[config.mk]
export PLATFORM = sky130hd
export DESIGN_NAME = handler_sort_result_interface
export DESIGN_NICKNAME = d
export VERILOG_FILES = /design/src/handler_pkg.sv /design/src/handler_sort_result_interface.sv /design/src/result_encode.sv /design/src/sync_edge.sv
export SDC_FILE = /design/constraint.sdc
export NUM_CORES = 1
export LEC_CHECK = 0
export BUFFER_PORTS_ARGS = -buffer_cell sky130_fd_sc_hd__buf_2
export CORE_ASPECT_RATIO = 1.2
export CORE_UTILIZATION = 40
export DETAILED_ROUTE_END_ITERATION = 7
export SETUP_SLACK_MARGIN = 0.4
export SLEW_MARGIN = 30
export SYNTH_ARGS = -nofsm -noshare
export SYNTH_HDL_FRONTEND = slang
export SYNTH_HIERARCHICAL = 1
export SYNTH_SLANG_ARGS = --single-unit
[constraint.sdc]
create_clock -name pclk -period 2.6 [get_ports pclk]
set_clock_uncertainty 0.15 [all_clocks]
set_input_delay 0.13 -clock pclk [delete_from_list [all_inputs] [get_ports pclk]]
set_output_delay 0.13 -clock pclk [all_outputs]
set_load 0.01 [all_outputs]
[src/handler_pkg.sv]
// Package: constants, register map and carrier types of the handler sort result interface
package handler_pkg;

  localparam int          CLK_HZ          = 20_000_000;
  localparam int          TRIG_MIN_NS     = 1000;
  // Least external start pulse width in cycles, rounded up
  localparam int          TRIG_MIN_CYC    = (TRIG_MIN_NS * (CLK_HZ / 1_000_000) + 999) / 1000;

  localparam logic [11:0] OFF_CTRL        = 12'h000;
  localparam logic [11:0] OFF_RESULT      = 12'h004;
  localparam logic [11:0] OFF_STROBE      = 12'h008;
  localparam logic [11:0] OFF_STATUS      = 12'h00C;
  localparam logic [11:0] OFF_IRQ_STAT    = 12'h010;
  localparam logic [11:0] OFF_IRQ_MASK    = 12'h014;

  // CTRL fields
  localparam int          CTRL_EXTERNAL_START_PULSE   = 0;
  localparam int          CTRL_LIST_MODE  = 1;
  localparam int          CTRL_ARMED      = 2;
  localparam logic [31:0] CTRL_RESET      = 32'h0000_0000;

  // STROBE fields (write-one pulses)
  localparam int          STB_ANALOG_DONE = 0;
  localparam int          STB_CYCLE_DONE  = 1;
  localparam int          STB_POWER_FAIL  = 2;
  localparam int          STB_ALARM_CLR   = 3;
  localparam int          STB_NEW_CYCLE   = 4;

  // Interrupt status bits
  localparam int          IRQ_TRIG        = 0;
  localparam int          IRQ_KEYLOCK     = 1;
  localparam int          IRQ_NUM         = 2;
  localparam logic [1:0]  IRQ_RESET       = 2'h0;

  localparam int          CLASS_N         = 9;

  // Result word: class code in [3:0] (1..9 class, 10 no match, 11 auxiliary),
  // flags above; list mode uses the sweep_bits field above the flags as sweep pass/fail data
  typedef struct packed {
    logic [9:0] sweep_bits;
    logic       overload;
    logic       sec_reject;
    logic       prim_below;
    logic       prim_above;
    logic [3:0] class_code;
  } result_t;

  localparam logic [3:0]  CODE_NO_MATCH   = 4'hA;
  localparam logic [3:0]  CODE_AUX        = 4'hB;

  typedef struct packed {
    logic [CLASS_N-1:0] sort_class_n;
    logic               no_class_match_n;
    logic               aux_class_n;
    logic               primary_above_limit_n;
    logic               primary_below_limit_n;
    logic               secondary_reject_n;
    logic               measure_overload_n;
  } result_pins_t;

  localparam result_pins_t PINS_IDLE = '1;

endpackage : handler_pkg

[src/handler_sort_result_interface.sv]
// Handler interface: APB registers driving active-low sort result and control pins
//
// Overview of operation
// - Every slash-named handler line is active low; asserted means driven low.
// - Comparator mode reports the sort on one of nine classes, no-match or aux.
// - Comparator mode flags primary above upper and below lower limit.
// - Comparator mode flags secondary out of limits and measurement overload.
// - Analog-done asserts when the analog part of measuring is complete.
// - Cycle-done asserts when the whole cycle ends and results are valid.
// - Fault alert asserts on momentary power loss and after interface reset.
// - Trigger-accept output shows when the device can take a trigger.
// - External trigger mode starts measuring on the start pulse rising edge.
// - While panel lockout is asserted all front panel keys are ignored.
// - List sweep mode outputs per-sweep in/out and continuous compare results.
// - Meaning of result outputs and inputs follows the selected comparator mode.
// - Trigger-accept only while waiting for trigger, never with internal trigger.
`timescale 1ns/1ps
`default_nettype none
module handler_sort_result_interface
  import handler_pkg::*;
(
  // Clock, reset, enable
  input  wire logic         pclk,
  input  wire logic         presetn,
  input  wire logic         ce,
  // APB slave
  input  wire logic         psel,
  input  wire logic         penable,
  input  wire logic         pwrite,
  input  wire logic [11:0]  paddr,
  input  wire logic [31:0]  pwdata,
  output logic              pready,
  output logic [31:0]       prdata,
  output logic              pslverr,
  output logic              irq,
  // Handler inputs (active low, asynchronous)
  input  wire logic         external_start_pulse_n,
  input  wire logic         panel_lockout_n,
  // Front panel keys from the instrument
  input  wire logic [7:0]   panel_keys,
  output logic [7:0]        panel_keys_gated,
  // Measurement start towards the instrument
  output logic              measure_start,
  // Handler outputs (active low)
  output result_pins_t      result_pins,
  output logic              analog_done_n,
  output logic              cycle_done_n,
  output logic              fault_alert_n,
  output logic              trigger_accept_n
);

  logic [31:0]   ctrl;
  result_t       result;
  result_pins_t  next_pins;
  logic [IRQ_NUM-1:0] irq_stat;
  logic [IRQ_NUM-1:0] irq_mask;
  logic          trig_level;
  logic          trig_rise;
  logic          lock_level;
  logic          lock_rise;
  logic          analog_done;
  logic          cycle_done;
  logic          alarm;
  logic [7:0]    pulse_cnt;
  logic          pulse_ok;

  wire access    = psel & penable & ce;
  wire wr        = access & pwrite;
  wire ext_mode  = ctrl[CTRL_EXTERNAL_START_PULSE];
  wire list_mode = ctrl[CTRL_LIST_MODE];
  wire armed     = ctrl[CTRL_ARMED];
  wire stb_wr    = wr & (paddr == OFF_STROBE);
  // A start and a new-cycle strobe both open a fresh cycle
  wire new_cycle = measure_start | (stb_wr & pready & pwdata[STB_NEW_CYCLE]);

  function automatic logic addr_valid(input logic [11:0] a);
    return (a == OFF_CTRL) || (a == OFF_RESULT) || (a == OFF_STROBE) ||
           (a == OFF_STATUS) || (a == OFF_IRQ_STAT) || (a == OFF_IRQ_MASK);
  endfunction : addr_valid

  // Handler start pulse is taken uninverted so its deassertion edge, the rising edge of the pin, is detected
  // Idle high pin: synchroniser resets high so no false rise follows reset
  sync_edge #(.IDLE(1'b1)) u_trig_sync (
    .pclk    (pclk),
    .presetn (presetn),
    .ce      (ce),
    .din     (external_start_pulse_n),
    .level   (trig_level),
    .rise    (trig_rise)
  );

  // Lockout is asserted low; synchronise the inverted level
  sync_edge u_lock_sync (
    .pclk    (pclk),
    .presetn (presetn),
    .ce      (ce),
    .din     (~panel_lockout_n),
    .level   (lock_level),
    .rise    (lock_rise)
  );

  result_encode u_enc (
    .list_mode (list_mode),
    .res       (result),
    .pins      (next_pins)
  );

  // Low-time qualifier: pulses shorter than the least width are treated as glitches
  always_ff @(posedge pclk or negedge presetn)
  begin
    if (!presetn)
      pulse_cnt <= 8'h00;
    else if (ce)
    begin
      if (trig_level)
        pulse_cnt <= 8'h00;
      else if (pulse_cnt != 8'hFF)
        pulse_cnt <= pulse_cnt + 8'h01;
    end
  end
  assign pulse_ok = (pulse_cnt >= 8'(TRIG_MIN_CYC));

  // APB answers in the access cycle with no wait states
  always_ff @(posedge pclk or negedge presetn)
  begin
    if (!presetn)
      pready <= 1'b0;
    else if (ce)
      pready <= psel & ~penable;
  end

  // Error is raised with ready so the master sees both at the same edge
  always_ff @(posedge pclk or negedge presetn)
  begin
    if (!presetn)
      pslverr <= 1'b0;
    else if (ce)
      pslverr <= psel & ~penable & ~addr_valid(paddr);
  end

  // Control register; arming is cleared when a trigger starts the measurement
  always_ff @(posedge pclk or negedge presetn)
  begin
    if (!presetn)
      ctrl <= CTRL_RESET;
    else if (ce)
    begin
      if (wr && paddr == OFF_CTRL && pready)
        ctrl <= pwdata;
      else if (measure_start)
        ctrl[CTRL_ARMED] <= 1'b0;
    end
  end

  // Start only on a qualified rising edge while armed in external mode
  always_ff @(posedge pclk or negedge presetn)
  begin
    if (!presetn)
      measure_start <= 1'b0;
    else if (ce)
      measure_start <= trig_rise & pulse_ok & ext_mode & armed & ~measure_start;
  end

  // Result word may only change while cycle-done is not asserted
  always_ff @(posedge pclk or negedge presetn)
  begin
    if (!presetn)
      result <= '0;
    else if (ce && wr && pready && paddr == OFF_RESULT && !cycle_done)
      result <= result_t'(pwdata[$bits(result_t)-1:0]);
  end

  // Pins are refreshed from the encoder while no cycle is reported done
  always_ff @(posedge pclk or negedge presetn)
  begin
    if (!presetn)
      result_pins <= PINS_IDLE;
    else if (ce && !cycle_done)
      result_pins <= next_pins;
  end

  // Analog-done: the fixture may be reloaded; a new cycle clears it first
  always_ff @(posedge pclk or negedge presetn)
  begin
    if (!presetn)
      analog_done <= 1'b0;
    else if (ce)
    begin
      if (new_cycle)
        analog_done <= 1'b0;
      else if (stb_wr && pready && pwdata[STB_ANALOG_DONE])
        analog_done <= 1'b1;
    end
  end

  // Cycle-done: results valid; a new cycle clears it so stale data never shows done
  always_ff @(posedge pclk or negedge presetn)
  begin
    if (!presetn)
      cycle_done <= 1'b0;
    else if (ce)
    begin
      if (new_cycle)
        cycle_done <= 1'b0;
      else if (stb_wr && pready && pwdata[STB_CYCLE_DONE])
        cycle_done <= 1'b1;
    end
  end

  // Alarm comes up after reset and on power fail; software clears it, a new fail wins
  always_ff @(posedge pclk or negedge presetn)
  begin
    if (!presetn)
      alarm <= 1'b1;
    else if (ce && stb_wr && pready)
    begin
      if (pwdata[STB_POWER_FAIL])
        alarm <= 1'b1;
      else if (pwdata[STB_ALARM_CLR])
        alarm <= 1'b0;
    end
  end

  // Handler control pins, all active low and deasserted in reset
  always_ff @(posedge pclk or negedge presetn)
  begin
    if (!presetn)
      analog_done_n <= 1'b1;
    else if (ce)
      analog_done_n <= ~analog_done;
  end

  always_ff @(posedge pclk or negedge presetn)
  begin
    if (!presetn)
      cycle_done_n <= 1'b1;
    else if (ce)
      cycle_done_n <= ~cycle_done;
  end

  always_ff @(posedge pclk or negedge presetn)
  begin
    if (!presetn)
      fault_alert_n <= 1'b1;
    else if (ce)
      fault_alert_n <= ~alarm;
  end

  // Dropped at the edge that ends the start cycle so a second edge cannot be invited
  always_ff @(posedge pclk or negedge presetn)
  begin
    if (!presetn)
      trigger_accept_n <= 1'b1;
    else if (ce)
      trigger_accept_n <= ~(ext_mode & armed & ~measure_start);
  end

  // Key gating: held keys are dropped the whole time lockout is seen
  always_ff @(posedge pclk or negedge presetn)
  begin
    if (!presetn)
      panel_keys_gated <= 8'h00;
    else if (ce)
      panel_keys_gated <= lock_level ? 8'h00 : panel_keys;
  end

  // Sticky interrupt status; an event in the clearing cycle wins
  wire [IRQ_NUM-1:0] irq_clr = (wr && pready && paddr == OFF_IRQ_STAT) ? pwdata[IRQ_NUM-1:0] : '0;
  wire [IRQ_NUM-1:0] irq_set = {lock_rise, measure_start};

  always_ff @(posedge pclk or negedge presetn)
  begin
    if (!presetn)
      irq_stat <= IRQ_RESET;
    else if (ce)
      irq_stat <= (irq_stat & ~irq_clr) | irq_set;
  end

  always_ff @(posedge pclk or negedge presetn)
  begin
    if (!presetn)
      irq_mask <= IRQ_RESET;
    else if (ce && wr && pready && paddr == OFF_IRQ_MASK)
      irq_mask <= pwdata[IRQ_NUM-1:0];
  end

  always_ff @(posedge pclk or negedge presetn)
  begin
    if (!presetn)
      irq <= 1'b0;
    else if (ce)
      irq <= |(irq_stat & irq_mask);
  end

  // Read data registered in the setup cycle so it is valid throughout access
  always_ff @(posedge pclk or negedge presetn)
  begin
    if (!presetn)
      prdata <= 32'h0000_0000;
    else if (ce && psel && !penable && !pwrite)
    begin
      unique case (paddr)
        OFF_CTRL:     prdata <= ctrl;
        OFF_RESULT:   prdata <= 32'(result);
        OFF_STATUS:   prdata <= {26'h0, lock_level, alarm, cycle_done, analog_done,
                                 ~trigger_accept_n, trig_level};
        OFF_IRQ_STAT: prdata <= 32'(irq_stat);
        OFF_IRQ_MASK: prdata <= 32'(irq_mask);
        default:      prdata <= 32'h0000_0000;
      endcase
    end
  end

endmodule : handler_sort_result_interface
`default_nettype wire

[src/result_encode.sv]
// Maps a result word onto the active-low handler result pins for either comparator mode
`timescale 1ns/1ps
`default_nettype none
module result_encode
  import handler_pkg::*;
(
  input  wire logic    list_mode,
  input  var  result_t res,
  output result_pins_t pins
);

  function automatic logic [CLASS_N-1:0] class_onehot(input logic [3:0] code);
    logic [CLASS_N-1:0] v;
    v = '0;
    for (int i = 0; i < CLASS_N; i++)
      if (code == 4'(i + 1))
        v[i] = 1'b1;
    return v;
  endfunction : class_onehot

  always_comb
  begin
    pins = PINS_IDLE;
    if (list_mode)
    begin
      // Sweep in/out results replace the class lines
      pins.sort_class_n     = ~res.sweep_bits[CLASS_N-1:0];
      pins.no_class_match_n = ~res.sweep_bits[9];
      pins.aux_class_n      = ~res.prim_above;
    end
    else
    begin
      // Exactly one class, no-match or aux line; illegal codes fall to no-match
      pins.sort_class_n     = ~class_onehot(res.class_code);
      pins.aux_class_n      = ~(res.class_code == CODE_AUX);
      pins.no_class_match_n = ~((class_onehot(res.class_code) == '0) && (res.class_code != CODE_AUX));
      pins.primary_above_limit_n = ~res.prim_above;
      pins.primary_below_limit_n = ~res.prim_below;
      pins.secondary_reject_n    = ~res.sec_reject;
    end
    pins.measure_overload_n = ~res.overload;
  end

endmodule : result_encode
`default_nettype wire

[src/sync_edge.sv]
// Two flip-flop synchroniser with a rising-edge detector after the second stage
`timescale 1ns/1ps
`default_nettype none
module sync_edge
  import handler_pkg::*;
#(
  // Level of the pin while idle, so reset does not fake an edge
  parameter logic IDLE = 1'b0
)
(
  // Clock and reset
  input  wire logic pclk,
  input  wire logic presetn,
  input  wire logic ce,
  // Asynchronous level and its synchronised view
  input  wire logic din,
  output logic      level,
  output logic      rise
);

  logic meta;
  logic prev;

  always_ff @(posedge pclk or negedge presetn)
  begin
    if (!presetn)
    begin
      meta  <= IDLE;
      level <= IDLE;
      prev  <= IDLE;
    end
    else if (ce)
    begin
      meta  <= din;
      level <= meta;
      prev  <= level;
    end
  end

  assign rise = ce & level & ~prev;

endmodule : sync_edge
`default_nettype wire
; ---- Word level (Yosys, flattened, before mapping)
; Cells that the tools add are included.
[word_totals]
register_bits = 134
in_bits = 60
elab_cells = 173
[classes]
n_eq_ne = 17
addsub = 1
mux = 33
magnitude_cmp = 1
n_reduce_logical = 41
n_bitwise = 43
[op_table]
columns = cell, count
row1 = $pmux 32 s5, 1
row2 = $mux 1, 26
row3 = $eq 12x4->1 const B, 2
row4 = $eq 12x5->1 const B, 2
row5 = $mux 8, 3
row6 = $logic_and 1x1->1, 19
row7 = $and 1x1->1, 18
row8 = $not 1->1, 18
row9 = $not 9->9, 2
row10 = $eq 4x3->1 const B, 4
row11 = $eq 12x3->1 const B, 1
row12 = $eq 4x4->1 const B, 3
row13 = $logic_not 12->1, 1
row14 = $reduce_and 2->1, 6
row15 = $mux 11, 1
row16 = $reduce_bool 2->1, 5
row17 = $logic_not 9->1, 1
row18 = $add 8x1->8 const B, 1
row19 = $eq 4x2->1 const B, 2
row20 = $ge 8x5->1 const B, 1
row21 = $ne 8x8->1 const B, 1
row22 = $logic_or 1x1->1, 5
row23 = $and 2x2->2, 2
row24 = $eq 4x1->1 const B, 1
row25 = other kinds (8), 10

; ---- Depth between registers and ports, before layout
[logic_depth]
ltp_word = 9
mapped_depth = 8

; ---- Modules after synthesis
; The synthesis kept the hierarchy.
[by_module_without_submodules]
columns = module, area_each_um2, instances, seq_area_each_um2, cells_each
row1 = handler_sort_result_interface, 5469.0, 1, 3228.1, 457
row2 = result_encode, 217.7, 1, 0.0, 37
row3 = sync_edge (u_trig_sync), 122.6, 1, 78.8, 7
row4 = sync_edge (u_lock_sync), 118.9, 1, 75.1, 7

; ---- Worst setup path after synthesis
; Ideal clock, no wire load.
[synth_timing]
path_kind = input-to-reg
start = input paddr[2]
end = register result[10] (netlist bit)
t_arrival_ns = 1.858
t_required_ns = 2.325
slack_ns = 0.467
n_path_buf = 3
setup_time_ns = 0.125
stages = 7
cell_sequence = buf_4 -> or3b_2 -> or3_4 -> or2_1 -> buf_6 -> buf_6 -> mux2_4
[synth_between]
elab_chain_cells = 3
[synth_rtl]
columns = element, line
row1 = from (decl), handler_sort_result_interface.sv:30  ; input wire logic [11:0] paddr,
row2 = $eq 12x3->1, handler_sort_result_interface.sv:169  ; else if (ce && wr && pready && paddr == OFF_RESULT && !cycle_done)
row3 = $logic_and 1x1->1 (2 in series), handler_sort_result_interface.sv:169
row4 = to (signal assigned), handler_sort_result_interface.sv:170  ; result <= result_t'(pwdata[$bits(result_t)-1:0]);
row5 = to (decl), handler_sort_result_interface.sv:53  ; result_t result;
; No other way between the ends.
; A chain may end at the register's enable or synchronous reset.

; ---- Worst setup path after layout
[layout_timing]
start = input ce
end = register prdata[5]
[layout_between]
elab_chain_cells = 3
[layout_rtl]
columns = element, line
row1 = from (decl), handler_sort_result_interface.sv:25  ; input wire logic ce,
row2 = $logic_and 1x1->1 (3 in series), handler_sort_result_interface.sv:300  ; else if (ce && psel && !penable && !pwrite)
row3 = to (signal assigned), handler_sort_result_interface.sv:303  ; OFF_CTRL: prdata <= ctrl;
row4 = to (signal assigned), handler_sort_result_interface.sv:304  ; OFF_RESULT: prdata <= 32'(result);
row5 = to (signal assigned), handler_sort_result_interface.sv:305  ; OFF_STATUS: prdata <= {26'h0, lock_level, alarm, cycle_done, analog_done,
row6 = to (decl), handler_sort_result_interface.sv:33  ; output logic [31:0] prdata,
; No other way between the ends.

==> results_dict.tcl <==
set metrics [dict create \
    status "complete, no violations" \
    firstDrtPassIters 4 \
    synth_top_family_by_area "multiplexers" \
    ys_async_sr_fraction 1.00 \
    synth_top_cell_area_share 0.469 \
    yosys.area_share.adder 0.00422 \
    finalInstanceArea_sq_um 7830 \
    cp.required_ps 2730 \
    synth_area_leaders "dfrtp_1, mux2_2, dfstp_2" \
    yosysMostFrequentCell "dfrtp_1" \
    netlist.top_cell.by_area "dfrtp_1" \
    grt_pass1_wl_um 25000 \
    peakVddDrop_mv 0.401 \
    cts_resized 0 \
    yosysSeqAreaShare 0.570 \
    max_stage_delay_ps 520 \
    drv_slew 0 \
    grt_max_degree 77 \
    max-clock-path-buffers 2 \
    finalCritPeriodShare 0.760 \
    yosysWarnings 6 \
    dr.first_iter.drc_count 279 \
    power.density_nw_per_um2 619 \
    crit_path_top_delay_cell "dlygate4sd3_1" \
    synth_xor_area_frac 0.00148 \
    vias 4697 \
    synth_seq_cells 134 \
    grt_use_total 0.216 \
    synth_common_cells "dfrtp_1, nand2_1, mux2_2" \
    path_max_fanout 17 \
    tightest_slew_ps 772 \
    syn_nets 570 \
    synth-simple-area-share 0.133 \
    syn_to_final_growth_pct 32.0 \
    synthCells 508 \
    setup_viol_count_final 0 \
    synthMuxAreaShare 0.152 \
    maxCapViolCount 0 \
    crit_chain "dlygate4sd3_1 -> buf_2 -> buf_4 -> nand3b_1 -> a221oi_1 -> a21oi_1" \
    clkTransAtPathRegs_ps 50 \
    hold_violations 0 \
    vias_per_cell 5.36 \
    io_pins 123 \
    grt_overflow 0 \
    cts_buffers 17 \
    dp.cells 792 \
    combinationalPowerShare 0.076 \
    wl_per_cell_um 17.8 \
    drt_wl_total_um 15600 \
    final_layout_size_suffix_gt1_frac 0.388 \
    hold_class "input pin to flop" \
    slew_headroom 0.486 \
    portBuffers 122 \
    setup_tns_ps 0 \
    first_global_vias 4828 \
    die_h_um 135 \
    cell_internal_pwr_mw 3.77 \
    synth_compound_area_frac 0.106 \
    coreArea_sq_um 14400 \
    synth_cell_types 55 \
    p_seq_frac 0.455 \
    max_freq_mhz 506 \
    rsz0062_at_grt "false" \
    drcViolationCount 0 \
    syn_area_sq_um 5930 \
    clock_sinks 134 \
    power_switching_mw 1.07 \
    whs_ps 41.3 \
    cts_tree "built" \
    synth_flop_cell "dfrtp_1" \
    endpoint_kind "flop" \
    start_kind "input pin" \
    globalplace.congestion 0.852 \
    num_rows 48 \
    post_dp_cell_area_sq_um 6770 \
    start_util 0.411 \
    crit_type "input pin to flop" \
    clockRootBuffer "clkbuf_16" \
    synth.avg_cell_area_sq_um 11.7 \
    n_fill_cell 1285 \
    htree_levels 4 \
    ant_nets 0 \
    fin_util 0.543 \
    clk_latency_ps 410 \
    antenna_found_initial 3 \
    die_area_sq_um 15300 \
    power_leakage_nw 3.73 \
    switching_share 0.222 \
    min_period_ps 1980 \
    synth_edf_count 0 \
    final_nets 747 \
    dp_hpwl_um 10800 \
    critPathArrivalTime_ps 2110 \
    fin_cells 876 \
    power_frac_clock 0.469 \
    die_width_um 113 \
]
==> metal layers <==
layer / vias to the layer above / global-route usage / wire length (um)
met3: 27 / 0.0685 / 814
met2: 123 / 0.361 / 7700
met5: - / 0 / 0
li1: 2193 / - / -
met4: 0 / 0.0870 / 393
met1: 2354 / 0.258 / 6660
==> worst max-delay path: cells and delay by family <==
kind            cells  cell delay, ps
compound gates      2             510
simple gates        1             370
buf+inv             3            1090
==> area by class of cell <==
class | count | area (sq um) | share of cell area
timing repair buffer | 186 | 1240 | 0.159
clock inverter | 3 | 40.0 | 0.00512
clock buffer | 29 | 520 | 0.0665
antenna | 3 | 7.51 | 0.000959
inverter | 14 | 52.6 | 0.00672
tap | 175 | 219 | 0.0280
multi-input combinational | 332 | 2360 | 0.302
sequential | 134 | 3380 | 0.432
==> stage by stage <==
stage                     total power, mW  setup slack (ps)
final                                4.85               623
after global routing                 5.03               473
after CTS                            4.90               527
after detailed placement             2.55               261
after global placement               2.54               277
after floorplan                      2.37               467
==> cell usage in the layout, fill, tap and decap left out, drive strengths merged, types with 2 or more instances in the layout <==
cell type    Yosys  layout
clkinv           1       3
a22oi            3       3
diode            0       3
mux2            73      73
nor3b            2       2
a32oi           12      12
and4             3       3
clkbuf          16      29
nor2b            3       3
dfstp           23      23
a31oi            4       4
nand2           67      67
nor3            12      12
or3              5       5
a21o             2       2
o31ai            6       6
or2              2       2
dfrtp          111     111
nand3           18      18
nand2b          11      11
o221a            2       2
a22o             8       8
nand4            3       3
inv             13      13
a21oi           18      18
and3b            2       2
and3             4       4
nor4            11      11
nor2            11      11
o21ai           30      30
mux2i            5       5
buf             12     138
ha               2       2
dlygate4sd3      0      48
==> cells by family (layout without fill, tap and decap cells) <==
kind of cell,count (synthesis),after routing
fa+ha+maj,2,2
flops,134,134
simple gates,157,157
other cells,0,3
mux,78,78
compound gates,94,94
buf+inv,42,232
xor+xnor,1,1
==> power groups by stage <==
stage          clock (mW)  sequential, mW  combinational, mW
3_3_place_gp            0            2.24              0.305
5_1_grt              2.41            2.21              0.407
2_1_floorplan           0            2.24              0.127
6_report             2.27            2.21              0.367
3_5_place_dp            0            2.24              0.313
4_1_cts              2.33            2.20              0.372
==> path summary, 6_finish.rpt <==
| kind | startpoint | to | slack [ps] | cells past startpoint |
|---|---|---|---|---|
| max in group asynchronous | presetn | trigger_accept_n$_DFFE_PN1P_ | 1400 | 3 |
| min reg2reg | prdata[23]$_DFFE_PN0P_ | prdata[23]$_DFFE_PN0P_ | 310 | 2 |
| min | paddr[2] | prdata[2]$_DFFE_PN0P_ | 40 | 3 |
| max | ce | prdata[5]$_DFFE_PN0P_ | 620 | 6 |
| min in group asynchronous | presetn | ctrl[9]$_DFFE_PN0P_ | 170 | 2 |
| max reg2reg | pulse_cnt[0]$_DFFE_PN0P_ | pulse_cnt[0]$_DFFE_PN0P_ | 700 | 5 |
==> registers in the layout, summed over array words and instances, names as in the netlist, 2 cells and up <==
name,count
ctrl,32
prdata,32
result,18
result_pins,15
panel_keys_gated,8
pulse_cnt,8
irq_mask,2
irq_stat,2
==> repair_timing <==
item                                    CTS  global route
hold endpoints to repair                126             0
endpoints found under the setup margin    0             2
hold buffers                             48             0
buffers inserted                          0             1
(Power assumes the default switching activity.)
